`src/fra_pkg.sv`:
```
// Constants, register map and types for the file register ALU block
package fra_pkg;
    // Register byte offsets
    localparam logic [7:0] REG_INSN = 8'h00;
    localparam logic [7:0] REG_ACC = 8'h04;
    localparam logic [7:0] REG_STAT = 8'h08;
    localparam logic [7:0] REG_PTR0 = 8'h0C;
    localparam logic [7:0] REG_PTR1 = 8'h10;
    localparam logic [7:0] REG_MADR = 8'h14;
    localparam logic [7:0] REG_MDAT = 8'h18;
    // Instruction word fields
    localparam int INSN_OP_LSB = 0;
    localparam int INSN_FADR_LSB = 4;
    localparam int INSN_DEST_BIT = 11;
    localparam int INSN_PIDX_BIT = 12;
    localparam int INSN_UPD_LSB = 13;
    localparam int INSN_REL_BIT = 15;
    localparam int INSN_OFF_LSB = 16;
    // Status bits
    localparam int STAT_C_BIT = 0;
    localparam int STAT_Z_BIT = 2;
    // Data memory and windows
    localparam int DMEM_DEPTH = 128;
    localparam logic [6:0] WIN0_ADDR = 7'h00;
    localparam logic [6:0] WIN1_ADDR = 7'h01;
    // Pointer update types
    localparam logic [1:0] UPD_PRE_INC = 2'h0;
    localparam logic [1:0] UPD_PRE_DEC = 2'h1;
    localparam logic [1:0] UPD_POST_INC = 2'h2;
    localparam logic [1:0] UPD_POST_DEC = 2'h3;
    // Reset values and bus answers
    localparam logic [7:0] ACC_RST = 8'h00;
    localparam logic [15:0] PTR_RST = 16'h0000;
    localparam logic [31:0] INSN_RST = 32'h0000_0000;
    localparam logic [1:0] RESP_OKAY = 2'h0;
    localparam logic [1:0] RESP_SLVERR = 2'h2;
    typedef enum logic [2:0] {
        OP_NOP, OP_INC, OP_IOR, OP_LSL, OP_LSR, OP_MOV, OP_LDI
    } fra_op_e;
endpackage

```
`src/fra_alu.sv`:
```
// Byte ALU for the file register operations
`timescale 1ns/1ps
module fra_alu (
    // Operation
    input fra_pkg::fra_op_e op,
    // Operands
    input logic [7:0] opnd,
    input logic [7:0] acc,
    input logic carry_in,
    // Results
    output logic [7:0] result,
    output logic carry_out,
    output logic zero
);
    always_comb begin
        result = opnd;
        carry_out = carry_in;
        case (op)
            fra_pkg::OP_INC: result = opnd + 8'h01;
            fra_pkg::OP_IOR: result = acc | opnd;
            fra_pkg::OP_LSL: begin
                result = {opnd[6:0], 1'b0};
                carry_out = opnd[7];
            end
            fra_pkg::OP_LSR: begin
                result = {1'b0, opnd[7:1]};
                carry_out = opnd[0];
            end
            default: result = opnd;
        endcase
    end

    assign zero = (result == 8'h00);
endmodule

```
`src/fra_ptr.sv`:
```
// Pointer address and update unit for indirect loads
`timescale 1ns/1ps
module fra_ptr (
    // Pointer and mode
    input logic [15:0] ptr,
    input logic [1:0] upd,
    input logic rel,
    input logic [5:0] off,
    // Results
    output logic [15:0] eff_addr,
    output logic [15:0] ptr_next
);
    logic [15:0] ptr_inc;
    logic [15:0] ptr_dec;

    assign ptr_inc = ptr + 16'h0001;
    assign ptr_dec = ptr - 16'h0001;

    always_comb begin
        eff_addr = ptr;
        ptr_next = ptr;
        if (rel) begin
            eff_addr = ptr + {{10{off[5]}}, off};
        end else begin
            case (upd)
                fra_pkg::UPD_PRE_INC: begin
                    eff_addr = ptr_inc;
                    ptr_next = ptr_inc;
                end
                fra_pkg::UPD_PRE_DEC: begin
                    eff_addr = ptr_dec;
                    ptr_next = ptr_dec;
                end
                fra_pkg::UPD_POST_INC: ptr_next = ptr_inc;
                fra_pkg::UPD_POST_DEC: ptr_next = ptr_dec;
                default: ptr_next = ptr;
            endcase
        end
    end
endmodule

```
`src/fra_core.sv`:
```
// File register ALU with data memory, pointers and AXI4-Lite access
`timescale 1ns/1ps
// Summary of operation
// - Increment adds one to operand, stores to target, updates zero flag.
// - Target bit zero writes accumulator, one writes operand register back.
// - OR combines accumulator and operand bitwise, stores to target, sets zero.
// - Left shift puts bit 7 in carry, zero enters bit 0.
// - Right shift puts bit 0 in carry, zero enters bit 7.
// - Move copies operand to target and updates zero flag.
// - Indirect load reads pointer-addressed byte into accumulator; index picks pointer.
// - Pre forms use pointer plus or minus one and keep it.
// - Post forms use current pointer, then increment or decrement it.
// - Relative form adds signed offset -32..31; pointer stays unchanged.
// - File operations on window addresses do not use bytes 0 and 1; they reach the pointed byte.
// - Pointers are 16 bits and wrap on overflow and underflow.
// - Pointer updates never touch status flags; only data sets zero.
module fra_core (
    // Clock and reset
    input logic aclk,
    input logic aresetn,
    // Write address
    input logic [7:0] s_axi_awaddr,
    input logic s_axi_awvalid,
    output logic s_axi_awready,
    // Write data
    input logic [31:0] s_axi_wdata,
    input logic [3:0] s_axi_wstrb,
    input logic s_axi_wvalid,
    output logic s_axi_wready,
    // Write response
    output logic [1:0] s_axi_bresp,
    output logic s_axi_bvalid,
    input logic s_axi_bready,
    // Read address
    input logic [7:0] s_axi_araddr,
    input logic s_axi_arvalid,
    output logic s_axi_arready,
    // Read data
    output logic [31:0] s_axi_rdata,
    output logic [1:0] s_axi_rresp,
    output logic s_axi_rvalid,
    input logic s_axi_rready
);
    logic aw_got_q, aw_got_d, w_got_q, w_got_d;
    logic [7:0] awaddr_q, awaddr_d;
    logic [31:0] wdata_q, wdata_d;
    logic [3:0] wstrb_q, wstrb_d;
    logic awready_q, awready_d, wready_q, wready_d, arready_q, arready_d;
    logic bvalid_q, bvalid_d, rvalid_q, rvalid_d;
    logic [1:0] bresp_q, bresp_d, rresp_q, rresp_d;
    logic [31:0] rdata_q, rdata_d, insn_q, insn_d;
    logic [7:0] acc_q, acc_d;
    logic c_q, c_d, z_q, z_d;
    logic [15:0] ptr_q [2];
    logic [15:0] ptr_d [2];
    logic [6:0] madr_q, madr_d;
    logic [7:0] mem_q [fra_pkg::DMEM_DEPTH];
    logic mem_we;
    logic [6:0] mem_wa;
    logic [7:0] mem_wd;
    logic wr_go, exec;
    logic [31:0] insn_new, wmrg;
    fra_pkg::fra_op_e op;
    logic [6:0] faddr, idx;
    logic dest, pidx;
    logic [15:0] pea, pnext;
    logic [7:0] opnd, alu_res;
    logic alu_c, alu_z;

    function automatic logic [31:0] merge(input logic [31:0] old, input logic [31:0] nw,
                                          input logic [3:0] strb);
        logic [31:0] m;
        m = old;
        for (int i = 0; i < 4; i++) begin
            if (strb[i]) begin
                m[8*i +: 8] = nw[8*i +: 8];
            end
        end
        return m;
    endfunction

    function automatic logic hit(input logic [7:0] a);
        logic [7:0] w;
        w = {a[7:2], 2'b00};
        return w == fra_pkg::REG_INSN || w == fra_pkg::REG_ACC || w == fra_pkg::REG_STAT
            || w == fra_pkg::REG_PTR0 || w == fra_pkg::REG_PTR1
            || w == fra_pkg::REG_MADR || w == fra_pkg::REG_MDAT;
    endfunction

    function automatic logic [31:0] rd(input logic [7:0] a);
        logic [31:0] v;
        v = 32'h0000_0000;
        case ({a[7:2], 2'b00})
            fra_pkg::REG_INSN: v = insn_q;
            fra_pkg::REG_ACC: v[7:0] = acc_q;
            fra_pkg::REG_STAT: begin
                v[fra_pkg::STAT_C_BIT] = c_q;
                v[fra_pkg::STAT_Z_BIT] = z_q;
            end
            fra_pkg::REG_PTR0: v[15:0] = ptr_q[0];
            fra_pkg::REG_PTR1: v[15:0] = ptr_q[1];
            fra_pkg::REG_MADR: v[6:0] = madr_q;
            fra_pkg::REG_MDAT: v[7:0] = mem_q[madr_q];
            default: v = 32'h0000_0000;
        endcase
        return v;
    endfunction

    // Write fires once address and data are both held
    assign wr_go = aw_got_q & w_got_q & ~bvalid_q;
    assign exec = wr_go & ({awaddr_q[7:2], 2'b00} == fra_pkg::REG_INSN);
    // A process, not an assign, so register changes behind the call are seen
    always_comb begin
        wmrg = merge(rd(awaddr_q), wdata_q, wstrb_q);
    end
    assign insn_new = wmrg;

    assign op = fra_pkg::fra_op_e'(insn_new[fra_pkg::INSN_OP_LSB +: 3]);
    assign faddr = insn_new[fra_pkg::INSN_FADR_LSB +: 7];
    assign dest = insn_new[fra_pkg::INSN_DEST_BIT];
    assign pidx = insn_new[fra_pkg::INSN_PIDX_BIT];

    fra_ptr u_ptr (
        .ptr(ptr_q[pidx]),
        .upd(insn_new[fra_pkg::INSN_UPD_LSB +: 2]),
        .rel(insn_new[fra_pkg::INSN_REL_BIT]),
        .off(insn_new[fra_pkg::INSN_OFF_LSB +: 6]),
        .eff_addr(pea),
        .ptr_next(pnext)
    );

    // windows redirect to pointed byte
    // Memory covers only the low seven address bits of a pointer
    always_comb begin
        if (op == fra_pkg::OP_LDI) begin
            idx = pea[6:0];
        end else if (faddr == fra_pkg::WIN0_ADDR) begin
            idx = ptr_q[0][6:0];
        end else if (faddr == fra_pkg::WIN1_ADDR) begin
            idx = ptr_q[1][6:0];
        end else begin
            idx = faddr;
        end
    end
    assign opnd = mem_q[idx];

    fra_alu u_alu (
        .op(op),
        .opnd(opnd),
        .acc(acc_q),
        .carry_in(c_q),
        .result(alu_res),
        .carry_out(alu_c),
        .zero(alu_z)
    );

    always_comb begin
        aw_got_d = aw_got_q;
        awaddr_d = awaddr_q;
        w_got_d = w_got_q;
        wdata_d = wdata_q;
        wstrb_d = wstrb_q;
        bvalid_d = bvalid_q;
        bresp_d = bresp_q;
        rvalid_d = rvalid_q;
        rdata_d = rdata_q;
        rresp_d = rresp_q;
        insn_d = insn_q;
        acc_d = acc_q;
        c_d = c_q;
        z_d = z_q;
        ptr_d = ptr_q;
        madr_d = madr_q;
        mem_we = 1'b0;
        mem_wa = madr_q;
        mem_wd = wmrg[7:0];
        if (s_axi_awvalid && awready_q) begin
            aw_got_d = 1'b1;
            awaddr_d = s_axi_awaddr;
        end
        if (s_axi_wvalid && wready_q) begin
            w_got_d = 1'b1;
            wdata_d = s_axi_wdata;
            wstrb_d = s_axi_wstrb;
        end
        if (bvalid_q && s_axi_bready) begin
            bvalid_d = 1'b0;
        end
        if (wr_go) begin
            aw_got_d = 1'b0;
            w_got_d = 1'b0;
            bvalid_d = 1'b1;
            bresp_d = hit(awaddr_q) ? fra_pkg::RESP_OKAY : fra_pkg::RESP_SLVERR;
            case ({awaddr_q[7:2], 2'b00})
                fra_pkg::REG_INSN: begin
                    insn_d = insn_new;
                    if (op == fra_pkg::OP_LDI) begin
                        acc_d = alu_res;
                        z_d = alu_z;
                        ptr_d[pidx] = pnext;
                    end else if (op != fra_pkg::OP_NOP) begin
                        if (dest) begin
                            mem_we = 1'b1;
                            mem_wa = idx;
                            mem_wd = alu_res;
                        end else begin
                            acc_d = alu_res;
                        end
                        z_d = alu_z;
                        c_d = alu_c;
                    end
                end
                fra_pkg::REG_ACC: acc_d = wmrg[7:0];
                fra_pkg::REG_STAT: begin
                    c_d = wmrg[fra_pkg::STAT_C_BIT];
                    z_d = wmrg[fra_pkg::STAT_Z_BIT];
                end
                fra_pkg::REG_PTR0: ptr_d[0] = wmrg[15:0];
                fra_pkg::REG_PTR1: ptr_d[1] = wmrg[15:0];
                fra_pkg::REG_MADR: madr_d = wmrg[6:0];
                fra_pkg::REG_MDAT: mem_we = 1'b1;
                default: mem_we = 1'b0;
            endcase
        end
        if (rvalid_q && s_axi_rready) begin
            rvalid_d = 1'b0;
        end
        if (s_axi_arvalid && arready_q) begin
            rvalid_d = 1'b1;
            rdata_d = rd(s_axi_araddr);
            rresp_d = hit(s_axi_araddr) ? fra_pkg::RESP_OKAY : fra_pkg::RESP_SLVERR;
        end
        // One write and one read in flight at most
        awready_d = ~aw_got_d & ~bvalid_d;
        wready_d = ~w_got_d & ~bvalid_d;
        arready_d = ~rvalid_d;
    end

    always_ff @(posedge aclk) begin
        if (!aresetn) begin
            aw_got_q <= 1'b0;
            w_got_q <= 1'b0;
            awaddr_q <= 8'h00;
            wdata_q <= 32'h0000_0000;
            wstrb_q <= 4'h0;
            awready_q <= 1'b0;
            wready_q <= 1'b0;
            arready_q <= 1'b0;
            bvalid_q <= 1'b0;
            rvalid_q <= 1'b0;
            bresp_q <= fra_pkg::RESP_OKAY;
            rresp_q <= fra_pkg::RESP_OKAY;
            rdata_q <= 32'h0000_0000;
            insn_q <= fra_pkg::INSN_RST;
            acc_q <= fra_pkg::ACC_RST;
            c_q <= 1'b0;
            z_q <= 1'b0;
            ptr_q[0] <= fra_pkg::PTR_RST;
            ptr_q[1] <= fra_pkg::PTR_RST;
            madr_q <= 7'h00;
        end else begin
            aw_got_q <= aw_got_d;
            w_got_q <= w_got_d;
            awaddr_q <= awaddr_d;
            wdata_q <= wdata_d;
            wstrb_q <= wstrb_d;
            awready_q <= awready_d;
            wready_q <= wready_d;
            arready_q <= arready_d;
            bvalid_q <= bvalid_d;
            rvalid_q <= rvalid_d;
            bresp_q <= bresp_d;
            rresp_q <= rresp_d;
            rdata_q <= rdata_d;
            insn_q <= insn_d;
            acc_q <= acc_d;
            c_q <= c_d;
            z_q <= z_d;
            ptr_q <= ptr_d;
            madr_q <= madr_d;
        end
    end

    // Memory is cleared so reads after reset are defined
    always_ff @(posedge aclk) begin
        if (!aresetn) begin
            for (int i = 0; i < fra_pkg::DMEM_DEPTH; i++) begin
                mem_q[i] <= 8'h00;
            end
        end else if (mem_we) begin
            mem_q[mem_wa] <= mem_wd;
        end
    end

    assign s_axi_awready = awready_q;
    assign s_axi_wready = wready_q;
    assign s_axi_bvalid = bvalid_q;
    assign s_axi_bresp = bresp_q;
    assign s_axi_arready = arready_q;
    assign s_axi_rvalid = rvalid_q;
    assign s_axi_rdata = rdata_q;
    assign s_axi_rresp = rresp_q;
endmodule

```
`config.mk`:
```
export PLATFORM = sky130hd
export DESIGN_NAME = fra_core
export DESIGN_NICKNAME = d
export VERILOG_FILES = /design/src/fra_pkg.sv /design/src/fra_alu.sv /design/src/fra_ptr.sv /design/src/fra_core.sv
export SDC_FILE = /design/constraint.sdc
export NUM_CORES = 2
export LEC_CHECK = 0
export BUFFER_PORTS_ARGS = -buffer_cell sky130_fd_sc_hd__buf_2
export CAP_MARGIN = 5
export CORE_ASPECT_RATIO = 0.5
export CORE_MARGIN = 3
export CORE_UTILIZATION = 50
export DETAILED_ROUTE_END_ITERATION = 10
export HOLD_SLACK_MARGIN = 0.15
export MAX_ROUTING_LAYER = met4
export PLACE_DENSITY = 0.73
export SETUP_SLACK_MARGIN = 0.5
export SKIP_CTS_REPAIR_TIMING = 1
export SYNTH_ARGS = -nofsm -noshare
export SYNTH_HDL_FRONTEND = slang
export SYNTH_HIERARCHICAL = 1
export SYNTH_SLANG_ARGS = --single-unit
```
`constraint.sdc`:
```
create_clock -name aclk -period 12.1 [get_ports aclk]
set_input_delay 0 -clock aclk [delete_from_list [all_inputs] [get_ports aclk]]
set_output_delay 0 -clock aclk [all_outputs]
set_load 0.01 [all_outputs]
```
==> flow_summary.ini <==
[die]
start_util_pct = 50.6
rows = 93
die-height_um = 262
fp.dieW_um = 517
coreArea_um2 = 129000
io_pins = 100
dieArea_um2 = 135000

[hold_path]
hp-class = in -> reg

[clocking]
cts_tree = yes
worst_skew_pair.late_latency_ns = 0.77
root_buffer = clkbuf_16
cts_num_sinks = 1195
numCtsBuffers = 108
clk_pin_slew_worst_paths_ns = 0.07
cts_max_path_buffers = 3
cts.htree.levels = 3

[detailed_routing]
dr.pass1.iters = 9
avgViaCountPerCell = 6.67
routed_wl_um = 255000
vias = 57300
wl_per_cell_um = 29.7
ant_nets = 0
drcViolationCount = 0
drt-initial-drc-count = 10100

[global_routing]
grt_antenna_before_repair = 18
grt_max_degree = 81
grt_pass1_vias = 51100
grt_pass1_wl_um = 354000
grt_usage_pct = 36.9
grt-ovfl-total = 0

[power]
leakagePower_nw = 24.8
pwr-share-seq_pct = 51.6
p_int_mw = 6.76
switching_share_pct = 25.1
p_comb_share_pct = 8.8
power_switching_mw = 2.27
ir_worst_vdd_mv = 0.123
pwr_density_cell_nw_per_um2 = 124
clockPowerShare_pct = 39.5

[synthesis]
syn-cell-area_um2 = 65300
yosysWarnings = 6
avgSynthCellArea_um2 = 9.73
synthCells = 6719

[worst_setup_path]
path_max_fanout = 78
end_kind = register
cp.required_ns = 12.79
crit_type = reg -> reg
slowest_delay_ns = 1.16
startpoint_type = register
cp_top_family = compound AO/OA/AOI/OAI gates
critPathArrivalTime_ns = 12.03
path_buf_inv = 3
cp_slowest_cell = o41ai_2

[timing]
layout_setup_ws_ns = 0.761
fmax_mhz = 88.2
maxSlewViolCount = 1
tns_ns = 0
slew-limit-headroom_pct = -0.274
rsz0062_at_grt = no
hold_viol_final = 0
finalSetupViolCount = 0
fin_crit_ns = 11.34
finClkSkew_ns = 0.0366
worstMarginPinSlew_ns = 1.50
period_share_pct = 93.7
holdWs_ns = 0.125

[job]
drv_cap = 1

[finish]
fillCellCount = 10800
instances_no_fill = 8596
area_growth_pct = 11.9
drive_above_1_share_pct = 9.95
nets = 6837

[place]
place_congestion = 1.08
post-place-ws_ns = 1.73
placed_cells = 8189
io_buffers = 93
dp_hpwl_um = 170000

[outcome]
outcome = complete, but fails checks
violations = max-capacitance violations, max-slew violations
final timing paths:
| check | startpoint | cells past startpoint | to | slack, ns |
|---|---|---|---|---|
| hold reg to reg | insn_q[29] | 2 | insn_q[29] | 0.46 |
| setup reg to reg | register | 28 | z_q | 0.76 |
| hold / removal | s_axi_bready | 4 | s_axi_bvalid | 0.13 |
| setup / recovery | register | 28 | z_q | 0.76 |
registers in the layout, summed over array words and instances (netlist names), 4 cells and up, named ones only:
signal / flops
insn_q: 32
s_axi_rdata: 32
wstrb_q: 4
acc_q: 8
ptr_q: 32
awaddr_q: 6
mem_q: 1024
wdata_q: 32
madr_q: 7
cell usage in the layout (no fill, tap or decap), types with 35 or more instances in the layout:
master         instances
nor2_1              1210
buf_2                 92
dlygate4sd3_1        178
edfxtp_1            1024
nand4_1               35
a31oi_1               52
a21oi_1              227
o21ai_0              147
a22oi_1              217
dfxtp_1              168
nand3_1              203
buf_12                43
buf_4                173
nand2_1             1375
mux4_2                77
and3_1               252
nor3_1                43
a211oi_1              49
clkbuf_16            113
mux2i_1              516
routing by layer:
layer	GRT usage, %	vias up	routed length, um
met5	-	-	0
met4	16.4	0	13900
met3	13.1	838	41100
met2	51.8	4705	107000
met1	47.9	27600	93300
li1	-	24200	-
area by class of cell:
type                    count  area (um2)  share of cell area [%]
flip-flops and latches   1195       34200                    46.7
multi-input cells        4953       28700                    39.2
repair buffers            487        4410                    6.03
clock buffers             141        3000                    4.10
well taps                1710        2140                    2.93
clock inverters            63         551                   0.753
inverters                  22        83.8                   0.115
diodes                     25        62.6                  0.0855
power by group through the flow:
stage / Combinational (mW) / Sequential [mW] / Clock [mW]
2_1_floorplan: 0.425 / 4.72 / 0
3_3_place_gp: 0.706 / 4.74 / 0
3_5_place_dp: 0.713 / 4.75 / 0
4_1_cts: 0.716 / 4.66 / 3.55
5_1_grt: 0.826 / 4.67 / 3.70
6_report: 0.798 / 4.66 / 3.57
per-stage QoR:
| stage | utilization (%) | instance area [um2] | power [mW] |
|---|---|---|---|
| 6_report | 56.6 | 73100 | 9.03 |
| 5_1_grt | 56.6 | 73100 | 9.20 |
| 4_1_cts | 55.2 | 71300 | 8.92 |
| 3_5_place_dp | 52.5 | 67700 | 5.46 |
| 3_3_place_gp | 52.5 | 67700 | 5.45 |
| 2_1_floorplan | - | 65300 | 5.14 |
worst register-to-register path: cells and delay by family (launching register included):
| family | cells | cell delay, ns |
|---|---|---|
| flops | 1 | 0.66 |
| fa+ha+maj | 1 | 0.30 |
| compound gates | 9 | 4.64 |
| xor+xnor | 1 | 0.17 |
| buf+inv | 3 | 1.20 |
| mux | 2 | 0.72 |
| simple gates | 12 | 3.59 |
Power figures use the tool's default switching activity.
